$ cat config.mk
export PLATFORM = sky130hd
export DESIGN_NAME = udb_top
export DESIGN_NICKNAME = d
export VERILOG_FILES = /design/src/shared/udb_pkg.sv /design/src/logic/udb_top.sv
export SDC_FILE = /design/constraint.sdc
export NUM_CORES = 1
export LEC_CHECK = 0
export CORE_UTILIZATION = 50
export CTS_CLUSTER_SIZE = 24
export DETAILED_ROUTE_END_ITERATION = 12
export DONT_BUFFER_PORTS = 1
export GPL_TIMING_DRIVEN = 0
export HOLD_SLACK_MARGIN = 0.06
export SYNTH_ARGS = -nofsm -noshare
export SYNTH_HDL_FRONTEND = slang
export SYNTH_SLANG_ARGS = --single-unit
$ cat constraint.sdc
create_clock -name clk -period 12 [get_ports clk]
set_clock_uncertainty 0.15 [all_clocks]
set_input_delay 2.4 -clock clk [delete_from_list [all_inputs] [get_ports clk]]
set_output_delay 2.4 -clock clk [all_outputs]
set_load 0.01 [all_outputs]
$ cat src/shared/udb_pkg.sv
package udb_pkg;
	// ****************************************
	// Register map (word index on the plain port)
	// ****************************************
	localparam logic [3:0] UDB_OFF_DATA = 4'h0;
	localparam logic [3:0] UDB_OFF_DIV_LO = 4'h1;
	localparam logic [3:0] UDB_OFF_DIV_HI = 4'h2;
	localparam logic [3:0] UDB_OFF_LINE_CTRL = 4'h3;
	localparam logic [3:0] UDB_OFF_FIFO_CTRL = 4'h4;
	localparam logic [3:0] UDB_OFF_SCRATCH = 4'h5;
	localparam logic [3:0] UDB_OFF_IRQ_STATUS = 4'h6;
	localparam logic [3:0] UDB_OFF_IRQ_ENABLE = 4'h7;
	localparam logic [3:0] UDB_OFF_IRQ_CLEAR = 4'h8;
	localparam logic [3:0] UDB_OFF_FIFO_LEVEL = 4'h9;
	// ****************************************
	// Field positions
	// ****************************************
	localparam int UDB_LC_WLEN_LSB = 0;
	localparam int UDB_LC_STOP_BIT = 2;
	localparam int UDB_LC_PAR_EN_BIT = 3;
	localparam int UDB_LC_PAR_EVEN_BIT = 4;
	localparam int UDB_FC_FIFO_EN_BIT = 0;
	localparam int UDB_FC_RX_IRQ_BIT = 1;
	localparam int UDB_FC_TX_IRQ_BIT = 2;
	localparam int UDB_IRQ_RX_BIT = 0;
	localparam int UDB_IRQ_TX_BIT = 1;
	// ****************************************
	// Reset values and timing
	// ****************************************
	localparam logic [15:0] UDB_DIV_RESET = 16'h0001;
	localparam logic [7:0] UDB_LC_RESET = 8'h03;
	localparam logic [7:0] UDB_FC_RESET = 8'h00;
	localparam logic [7:0] UDB_SCRATCH_RESET = 8'h00;
	localparam int UDB_OVERSAMPLE = 16;
	localparam int UDB_FIFO_DEPTH = 16;

	typedef struct packed {
		logic [3:0] addr;
		logic [7:0] wdata;
		logic wr;
		logic rd;
	} udb_bus_req_t;

	typedef struct packed {
		logic [1:0] wlen;
		logic two_stop;
		logic par_en;
		logic par_even;
	} udb_format_t;

	typedef enum logic [3:0] {
		UDB_IDLE = 4'b0001,
		UDB_START = 4'b0010,
		UDB_DATA = 4'b0100,
		UDB_TAIL = 4'b1000
	} udb_state_t;
endpackage : udb_pkg

$ cat src/logic/udb_top.sv
// Chosen here: strobed register access and the register offsets.
module udb_top
	import udb_pkg::*;
#(
	parameter int DEPTH = UDB_FIFO_DEPTH
) (
	input wire logic clk,
	input wire logic rst,
	input wire logic [3:0] addr,
	input wire logic [7:0] wdata,
	input wire logic wr,
	input wire logic rd,
	output logic [7:0] rdata,
	input wire logic rx,
	output logic tx,
	output logic irq
);
	localparam int AW = $clog2(DEPTH);

	initial begin
		if (DEPTH < 2 || (DEPTH & (DEPTH - 1)) != 0) begin
			$error("udb_top: DEPTH must be a power of two of at least 2");
		end
	end

	udb_bus_req_t req;
	assign req = '{addr: addr, wdata: wdata, wr: wr, rd: rd};

	// ****************************************
	// Configuration registers
	// ****************************************
	logic [15:0] divisor;
	logic [7:0] line_ctrl;
	logic [7:0] fifo_ctrl;
	logic [7:0] scratchpad;
	logic [1:0] irq_enable;
	udb_format_t fmt;
	logic fifo_mode;
	logic div_write;

	assign div_write = req.wr && (req.addr == UDB_OFF_DIV_LO || req.addr == UDB_OFF_DIV_HI);
	assign fmt = '{wlen: line_ctrl[UDB_LC_WLEN_LSB +: 2], two_stop: line_ctrl[UDB_LC_STOP_BIT],
		par_en: line_ctrl[UDB_LC_PAR_EN_BIT], par_even: line_ctrl[UDB_LC_PAR_EVEN_BIT]};
	assign fifo_mode = fifo_ctrl[UDB_FC_FIFO_EN_BIT];

	always_ff @(posedge clk or posedge rst) begin
		if (rst) begin
			divisor <= UDB_DIV_RESET;
			line_ctrl <= UDB_LC_RESET;
			fifo_ctrl <= UDB_FC_RESET;
			scratchpad <= UDB_SCRATCH_RESET;
			irq_enable <= 2'h0;
		end else if (req.wr) begin
			unique case (req.addr)
				UDB_OFF_DIV_LO: divisor[7:0] <= req.wdata;
				UDB_OFF_DIV_HI: divisor[15:8] <= req.wdata;
				UDB_OFF_LINE_CTRL: line_ctrl <= req.wdata;
				UDB_OFF_FIFO_CTRL: fifo_ctrl <= req.wdata;
				UDB_OFF_SCRATCH: scratchpad <= req.wdata;
				UDB_OFF_IRQ_ENABLE: irq_enable <= req.wdata[1:0];
				default: ;
			endcase
		end
	end

	// ****************************************
	// Baud generator
	// ****************************************
	logic [15:0] baud_cnt;
	logic tick;

	// Zero divisor treated as one so the tick never stalls
	assign tick = (baud_cnt <= 16'h0001);

	always_ff @(posedge clk or posedge rst) begin
		if (rst) begin
			baud_cnt <= UDB_DIV_RESET;
		end else if (div_write) begin
			baud_cnt <= (req.addr == UDB_OFF_DIV_LO) ? {divisor[15:8], req.wdata}
				: {req.wdata, divisor[7:0]};
		end else if (tick) begin
			baud_cnt <= divisor;
		end else begin
			baud_cnt <= baud_cnt - 16'h0001;
		end
	end

	// ****************************************
	// FIFOs
	// ****************************************
	logic [7:0] rx_mem [DEPTH];
	logic [7:0] tx_mem [DEPTH];
	logic [AW:0] rx_wp, rx_rp, tx_wp, tx_rp;
	logic [AW:0] rx_level, tx_level;
	logic rx_push, rx_pop, tx_push, tx_pop;
	logic [7:0] rx_char;

	assign rx_level = rx_wp - rx_rp;
	assign tx_level = tx_wp - tx_rp;
	assign rx_pop = req.rd && req.addr == UDB_OFF_DATA && rx_level != '0;
	// Full transmit FIFO drops the byte
	assign tx_push = req.wr && req.addr == UDB_OFF_DATA && tx_level != (AW + 1)'(DEPTH);

	always_ff @(posedge clk or posedge rst) begin
		if (rst) begin
			rx_wp <= '0;
			rx_rp <= '0;
		end else begin
			// Full receive FIFO drops the new character (overrun)
			if (rx_push && rx_level != (AW + 1)'(DEPTH)) begin
				rx_wp <= rx_wp + 1'b1;
			end
			if (rx_pop) begin
				rx_rp <= rx_rp + 1'b1;
			end
		end
	end

	always_ff @(posedge clk) begin
		if (rx_push && rx_level != (AW + 1)'(DEPTH)) begin
			rx_mem[rx_wp[AW-1:0]] <= rx_char;
		end
		if (tx_push) begin
			tx_mem[tx_wp[AW-1:0]] <= req.wdata;
		end
	end

	always_ff @(posedge clk or posedge rst) begin
		if (rst) begin
			tx_wp <= '0;
			tx_rp <= '0;
		end else begin
			if (tx_push) begin
				tx_wp <= tx_wp + 1'b1;
			end
			if (tx_pop) begin
				tx_rp <= tx_rp + 1'b1;
			end
		end
	end

	// ****************************************
	// Receive shift stage
	// ****************************************
	udb_state_t rx_state;
	logic [3:0] rx_sub;
	logic [2:0] rx_bit;
	logic [7:0] rx_shift;
	logic [2:0] rx_nbits;
	logic [1:0] rx_tail;

	assign rx_nbits = 3'(5 + fmt.wlen - 1);

	always_ff @(posedge clk or posedge rst) begin
		if (rst) begin
			rx_state <= UDB_IDLE;
			rx_sub <= 4'h0;
			rx_bit <= 3'h0;
			rx_shift <= 8'h00;
			rx_tail <= 2'h0;
			rx_push <= 1'b0;
			rx_char <= 8'h00;
		end else begin
			rx_push <= 1'b0;
			if (tick) begin
				rx_sub <= rx_sub + 4'h1;
				unique case (rx_state)
					UDB_IDLE: begin
						rx_sub <= 4'h0;
						if (!rx) begin
							rx_state <= UDB_START;
						end
					end
					UDB_START: begin
						// Mid-bit check rejects false start pulses
						if (rx_sub == 4'h7) begin
							rx_sub <= 4'h0;
							rx_state <= rx ? UDB_IDLE : UDB_DATA;
							rx_bit <= 3'h0;
						end
					end
					UDB_DATA: begin
						if (rx_sub == 4'hF) begin
							rx_shift <= {rx, rx_shift[7:1]};
							rx_bit <= rx_bit + 3'h1;
							if (rx_bit == rx_nbits) begin
								rx_state <= UDB_TAIL;
								rx_tail <= fmt.par_en ? 2'h1 : 2'h0;
							end
						end
					end
					UDB_TAIL: begin
						// Parity bit skipped, then the character pushed at mid stop bit without sampling rx
						if (rx_sub == 4'hF) begin
							if (rx_tail == 2'h0) begin
								rx_state <= UDB_IDLE;
								rx_push <= 1'b1;
								rx_char <= rx_shift >> (3'h7 - rx_nbits);
							end else begin
								rx_tail <= rx_tail - 2'h1;
							end
						end
					end
				endcase
			end
		end
	end

	// ****************************************
	// Transmit shift stage
	// ****************************************
	udb_state_t tx_state;
	logic [3:0] tx_sub;
	logic [10:0] tx_frame;
	logic [3:0] tx_left;
	logic [7:0] tx_head;
	logic tx_par;
	logic [2:0] tx_nbits;

	assign tx_nbits = 3'(5 + fmt.wlen - 1);
	assign tx_head = tx_mem[tx_rp[AW-1:0]] & ~(8'hFF << (4'(tx_nbits) + 4'h1));
	assign tx_par = ^tx_head ^ ~fmt.par_even;
	// Load only when the stage is idle and a baud tick is due
	assign tx_pop = tick && tx_state == UDB_IDLE && tx_level != '0;

	always_ff @(posedge clk or posedge rst) begin
		if (rst) begin
			tx_state <= UDB_IDLE;
			tx_sub <= 4'h0;
			tx_frame <= 11'h7FF;
			tx_left <= 4'h0;
			tx <= 1'b1;
		end else if (tick) begin
			tx_sub <= tx_sub + 4'h1;
			unique case (tx_state)
				UDB_IDLE: begin
					tx <= 1'b1;
					if (tx_pop) begin
						tx <= 1'b0;
						// Start bit gets a full sixteen ticks like every bit except the last stop bit, which gets at least seventeen
						tx_sub <= 4'h0;
						tx_state <= UDB_DATA;
						// Data, optional parity, then high stop level
						tx_frame <= fmt.par_en
							? ({3'h0, tx_head} | (11'(tx_par) << (4'(tx_nbits) + 4'h1)))
							| (11'h7FF << (4'(tx_nbits) + 4'h2))
							: {3'h0, tx_head} | (11'h7FF << (4'(tx_nbits) + 4'h1));
						tx_left <= 4'(tx_nbits) + 4'h2 + 4'(fmt.par_en) + 4'(fmt.two_stop);
					end
				end
				UDB_DATA: begin
					if (tx_sub == 4'hF) begin
						tx <= tx_frame[0];
						tx_frame <= {1'b1, tx_frame[10:1]};
						tx_left <= tx_left - 4'h1;
						if (tx_left == 4'h1) begin
							tx_state <= UDB_TAIL;
						end
					end
				end
				UDB_TAIL: begin
					if (tx_sub == 4'hF) begin
						tx_state <= UDB_IDLE;
					end
				end
				default: tx_state <= UDB_IDLE;
			endcase
		end
	end

	// ****************************************
	// Interrupts
	// ****************************************
	logic [1:0] irq_status;
	logic rx_event, tx_event;
	logic [1:0] clr;
	logic rx_irq_on, tx_irq_on;

	assign rx_irq_on = fifo_mode ? fifo_ctrl[UDB_FC_RX_IRQ_BIT] : 1'b1;
	assign tx_irq_on = fifo_mode ? fifo_ctrl[UDB_FC_TX_IRQ_BIT] : 1'b1;
	assign rx_event = rx_push && rx_irq_on;
	assign tx_event = tx_pop && tx_level == (AW + 1)'(1) && !tx_push && tx_irq_on;
	assign clr = (req.wr && req.addr == UDB_OFF_IRQ_CLEAR) ? req.wdata[1:0] : 2'h0;

	always_ff @(posedge clk or posedge rst) begin
		if (rst) begin
			irq_status <= 2'h0;
		end else begin
			// Set beats every clear in the same cycle
			if (rx_event) begin
				irq_status[UDB_IRQ_RX_BIT] <= 1'b1;
			end else if (clr[UDB_IRQ_RX_BIT] || (rx_pop && !fifo_mode)) begin
				irq_status[UDB_IRQ_RX_BIT] <= 1'b0;
			end
			if (tx_event) begin
				irq_status[UDB_IRQ_TX_BIT] <= 1'b1;
			end else if (clr[UDB_IRQ_TX_BIT] || (tx_push && !fifo_mode)) begin
				irq_status[UDB_IRQ_TX_BIT] <= 1'b0;
			end
		end
	end

	assign irq = |(irq_status & irq_enable);

	// ****************************************
	// Read data
	// ****************************************
	always_ff @(posedge clk or posedge rst) begin
		if (rst) begin
			rdata <= 8'h00;
		end else if (req.rd) begin
			unique case (req.addr)
				UDB_OFF_DATA: rdata <= rx_level != '0 ? rx_mem[rx_rp[AW-1:0]] : 8'h00;
				UDB_OFF_DIV_LO: rdata <= divisor[7:0];
				UDB_OFF_DIV_HI: rdata <= divisor[15:8];
				UDB_OFF_LINE_CTRL: rdata <= line_ctrl;
				UDB_OFF_FIFO_CTRL: rdata <= fifo_ctrl;
				UDB_OFF_SCRATCH: rdata <= scratchpad;
				UDB_OFF_IRQ_STATUS: rdata <= {6'h00, irq_status};
				UDB_OFF_IRQ_ENABLE: rdata <= {6'h00, irq_enable};
				UDB_OFF_FIFO_LEVEL: rdata <= {3'(rx_level >> 2), 5'(tx_level)};
				default: rdata <= 8'h00;
			endcase
		end else begin
			rdata <= 8'h00;
		end
	end
endmodule : udb_top

-- Word level (Yosys, flattened, before mapping)
Memory sizes are Yosys's and may differ from the RTL's.
Cells that the tools add are included.
- add/subtract/negate cells: 19
- order comparisons: 1
- eq/ne operators: 35
- shift-type cells: 5
- mux-type cells: 57
- bitwise gates (word level): 8
- reduce and logical (&&, ||, !) cells: 45
- operators with widths (cell ; count):
    8-bit one-hot mux with 9 select lines ; 1
    4-bit two-way mux ; 15
    16-bit two-way mux ; 3
    11-bit two-way mux ; 3
    4-bit by 3-bit == test with 1-bit output (second input constant) ; 7
    4-bit == test (second input constant) ; 6
    2-bit != test (second input constant) ; 11
    8-bit by 11-bit OR with 11-bit output ; 2
    11-bit one-hot mux with 2 select lines ; 1
    11-bit by 4-bit << shifter with 11-bit output (first input constant) ; 2
    5-bit by 1-bit adder with 5-bit output (second input constant) ; 4
    1-bit two-way mux ; 17
    4-bit by 1-bit == test with 1-bit output (second input constant) ; 4
    16-bit by 1-bit less-or-equal comparator with 1-bit output (second input constant) ; 1
    8-bit two-way mux ; 2
    4-bit one-hot mux with 2 select lines ; 2
    4-bit one-hot mux with 4 select lines ; 1
    16-bit by 1-bit subtractor with 16-bit output (second input constant) ; 1
    1-bit logical AND ; 15
    4-bit by 2-bit == test with 1-bit output (second input constant) ; 3
    4-bit one-hot mux with 3 select lines ; 1
    2-bit AND reduction ; 6
    4-bit AND reduction ; 3
    11-bit OR ; 1
    other kinds (39) ; 58
- bits in registers: 142
- RAM bits: 256
- input bits: 17
- output and inout bits: 10
- memories: 2
- memory list (memory ; depth ; bits a word ; read ports ; clocked after Yosys merged registers in ; write ports ; RTL line ; RTL):
    rx_mem ; 16 ; 8 ; 1 ; 0 ; 1 ; udb_top.sv:91 ; logic [7:0] rx_mem [DEPTH];
    tx_mem ; 16 ; 8 ; 1 ; 0 ; 1 ; udb_top.sv:92 ; logic [7:0] tx_mem [DEPTH];

-- Depth between registers and ports, before layout
- depth after elaboration: 14
- gate-level depth with buffers: 15
- mapped depth without buffers: 12

-- Worst setup path after synthesis
No wires, ideal clock.
- path kind: input to register
- start: input addr[2]
- end: memory tx_mem[3][0], enable pin
- library setup time: 383 ps
- data arrival time: 4175 ps
- required time: 11467 ps
- slack: 7291 ps
- stages: 7
- path buffers: 2
- cell sequence: clkbuf_1 -> nor2_1 -> and2_1 -> and3_1 -> clkbuf_1 -> nand2_1 -> nor3_1
- word-level cells in the longest chain between the ends: 5
- ends and longest elaborated chain (item ; RTL line ; RTL):
    from (decl) ; udb_top.sv:9 ; input wire logic [3:0] addr,
    4-bit zero test ; udb_top.sv:102 ; assign tx_push = req.wr && req.addr == UDB_OFF_DATA && tx_level != (AW + 1)'(DEPTH);
    1-bit logical AND (2 in series) ; udb_top.sv:102 ;
    1-bit two-way mux ; udb_top.sv:123 ; if (tx_push) begin
    1-bit two-way mux (implied by the code) ; udb_top.sv:124 ; tx_mem[tx_wp[AW-1:0]] <= req.wdata;
    to (decl) ; udb_top.sv:92 ;
Every way passes these cells.

-- Worst setup path in the final report
- start: input addr[2]
- end: memory tx_mem[8][0], enable pin
Same word-level chain as after synthesis.

==> results_dict.tcl <==
set metrics [dict create \
    cp-start-kind "primary input" \
    fp.dieH_um 190.0 \
    gp_congestion 0.8586 \
    slew_headroom_pct 27.62 \
    syn_avg_cell_area_um2 14.08 \
    syn-cell-area_mm2 0.01767 \
    async_reset_ff_share_pct 35.52 \
    worstSetupEndpointType "flop" \
    cts_setup_buffers 0 \
    required_ps 12020 \
    fin_crit_sh_pct 40.55 \
    ant_nets 0 \
    synthCells 1255 \
    drive_gt1_share_pct 16.22 \
    nets 1356 \
    syn_nets 1308 \
    cts_tree "done" \
    drc 0 \
    grt_use_total_pct 23.36 \
    cts.sinks 397 \
    htreeDepth 2 \
    die_w_um 190.0 \
    finalCriticalPeriod_ps 4866 \
    root_buffer "clkbuf_16" \
    num_rows 68 \
    fmax_mhz 205.5 \
    crit_fanout 10 \
    yosysSeqAreaShare_pct 63.59 \
    dp_hpwl_mm 27.59 \
    cap_violations 0 \
    die-area_mm2 0.03610 \
    grt_pass1_vias 10490 \
    routed_wl_mm 40.45 \
    yosys_register_bits 397 \
    status "complete, no violations" \
    clkLatencyLatePin_ps 550 \
    hold_path_class "flop to flop" \
    power.static_leakage_nw 6.826 \
    start_util_pct 51.04 \
    clock_path_buffers 3 \
    grt_pass1_wl_mm 62.59 \
    layout_commonest_cell "edfxtp_1" \
    worstMarginPinSlew_ps 1082 \
    cts_hold_buf 0 \
    grt-ovfl-total 0 \
    cts_buffers 43 \
    synthFlopType "edfxtp_1" \
    wl_per_cell_um 22.55 \
    worst_slack_ps 7134 \
    cts_resized 0 \
    slew_viol_final 0 \
    path_class "primary input to flop" \
    place_ws_ps 6299 \
    final_util_pct 56.83 \
    power.density_mw_per_mm2 169.9 \
    first_pass_iters 5 \
    io_buffer_count 0 \
    core-area_mm2 0.03463 \
    ys_types 66 \
    grt_max_degree 76 \
    hold_violations 0 \
    first_iter_violations 829 \
    fin_setup_tns_ps 0 \
    antenna_found_initial 1 \
    layout_common_cells "256 x edfxtp_1, 139 x nand2_1, 123 x dfrtp_1" \
    synth-edff-count 256 \
    arrival_ps 4880 \
    rsz0062_at_grt "no" \
    routed_via_density 5.780 \
    setup_viol 0 \
    path_clk_slew_ps 60 \
    io_pins 27 \
    synth_warnings 0 \
    vias 10370 \
    area_growth_pct 11.36 \
    ir_worst_vdd_mv 0.1294 \
]
[cell families after synthesis]
group / count (synthesis) / share of synthesized area, %
AND/OR/NAND/NOR: 352 / 8.906
buffers and inverters: 97 / 2.386
AO/OA/AOI/OAI: 184 / 6.379
flip-flops: 397 / 63.59
adder cells (fa/ha/maj): 36 / 2.676
multiplexers: 143 / 13.54
XOR/XNOR: 46 / 2.527
[through the flow]
stage | power (mW) | area (µm²) | instances | hold slack, ps
finish | 3.344 | 19680 | 1794 | 320.9
global route | 3.485 | 19680 | 1793 | 329.0
CTS | 3.375 | 19660 | 1793 | 321.0
detailed placement | 2.095 | 18300 | 1713 | 313.1
global placement | 2.088 | 18240 | 1710 | 308.3
floorplan | 1.961 | 17670 | 1255 | 295.2
[state kept, by name, indices dropped and copies added, names as in the netlist, 4 cells and up]
name,flops
scratchpad,8
tx_sub,4
baud_cnt,16
rdata,8
tx_rp,5
tx_frame,11
tx_left,4
divisor,16
rx_rp,5
line_ctrl,8
rx_char,8
rx_mem,128
tx_wp,5
rx_state,4
tx_mem,128
rx_sub,4
rx_shift,8
fifo_ctrl,8
rx_wp,5
[cell usage after synthesis, drive strengths merged, types with 3 or more instances]
| master | n | area, µm² |
|---|---|---|
| a21o | 4 | 30.03 |
| nand2b | 12 | 75.07 |
| a32oi | 3 | 26.28 |
| a31oi | 7 | 43.79 |
| mux4 | 69 | 1588 |
| nand3 | 22 | 110.1 |
| nor2 | 102 | 382.9 |
| nand3b | 4 | 30.03 |
| o21ai | 65 | 325.3 |
| nor2b | 8 | 50.05 |
| and3 | 7 | 43.79 |
| edfxtp | 256 | 7687 |
| a221oi | 9 | 78.83 |
| nor4 | 4 | 25.02 |
| inv | 40 | 150.1 |
| nor4b | 4 | 35.03 |
| mux2i | 33 | 342.8 |
| o22ai | 14 | 87.58 |
| mux2 | 41 | 461.7 |
| nor3 | 25 | 130.1 |
| a21oi | 48 | 244.0 |
| xnor3 | 3 | 70.07 |
| dfrtp | 123 | 3078 |
| ha | 33 | 412.9 |
| o211ai | 4 | 30.03 |
| clkbuf | 34 | 127.6 |
| nand2 | 139 | 521.8 |
| nand4 | 13 | 81.33 |
| fa | 3 | 60.06 |
| buf | 22 | 140.1 |
| or3 | 3 | 18.77 |
| dfstp | 18 | 473.0 |
| xor2 | 13 | 113.9 |
| o31ai | 5 | 37.54 |
| xnor2 | 30 | 262.8 |
| a211oi | 3 | 22.52 |
| a22oi | 4 | 30.03 |
[worst paths after layout]
| kind | depth (start not counted) | endpoint | slack (ps) | from |
|---|---|---|---|---|
| setup / recovery | 7 | tx_mem[8][0] | 7130 | addr[2] |
| hold / removal | 2 | divisor[0] | 320 | divisor[0] |
| setup reg to reg | 15 | tx_mem[8][0] | 7150 | tx_rp[1] |
| hold reg to reg | 2 | divisor[0] | 320 | divisor[0] |
| max in group asynchronous | 2 | divisor[0] | 9200 | rst |
| min in group asynchronous | 1 | rx_state[1] | 1660 | rst |
[where the power goes]
| part | leakage (nW) | internal [mW] | total [mW] | switching, mW |
|---|---|---|---|---|
| Sequential | 3.82 | 1.53 | 1.59 | 0.0635 |
| Clock | 0.670 | 0.740 | 1.28 | 0.536 |
| Combinational | 2.33 | 0.195 | 0.478 | 0.283 |
| Total | 6.83 | 2.46 | 3.34 | 0.883 |
[final cells by class]
cell class	count	area, µm²
Fill cell	2760	14950
Sequential cell	397	11240
Multi-Input combinational cell	761	6043
Clock buffer	52	1131
Tap cell	455	569.3
Buffer	56	267.8
Clock inverter	28	229.0
Inverter	41	158.9
Timing Repair Buffer	3	40.04
Antenna cell	1	2.502
[critical path, cell delays in order]
cell and delay (ps):
clkbuf_1 220, nor2_1 340, and2_1 280, and3_1 180
clkbuf_1 380, nand2_1 220, nor2_1 860
[metal layers]
| metal | GRT usage (%) | vias to the layer above | share of wire, % |
|---|---|---|---|
| met1 | 30.79 | 5280 | 43 |
| met5 | 0 | - | 0 |
| li1 | - | 4817 | - |
| met4 | 7.754 | 0 | 2.6 |
| met2 | 39.81 | 212 | 51 |
| met3 | 3.339 | 61 | 3.9 |
Power figures use the tool's default switching activity.
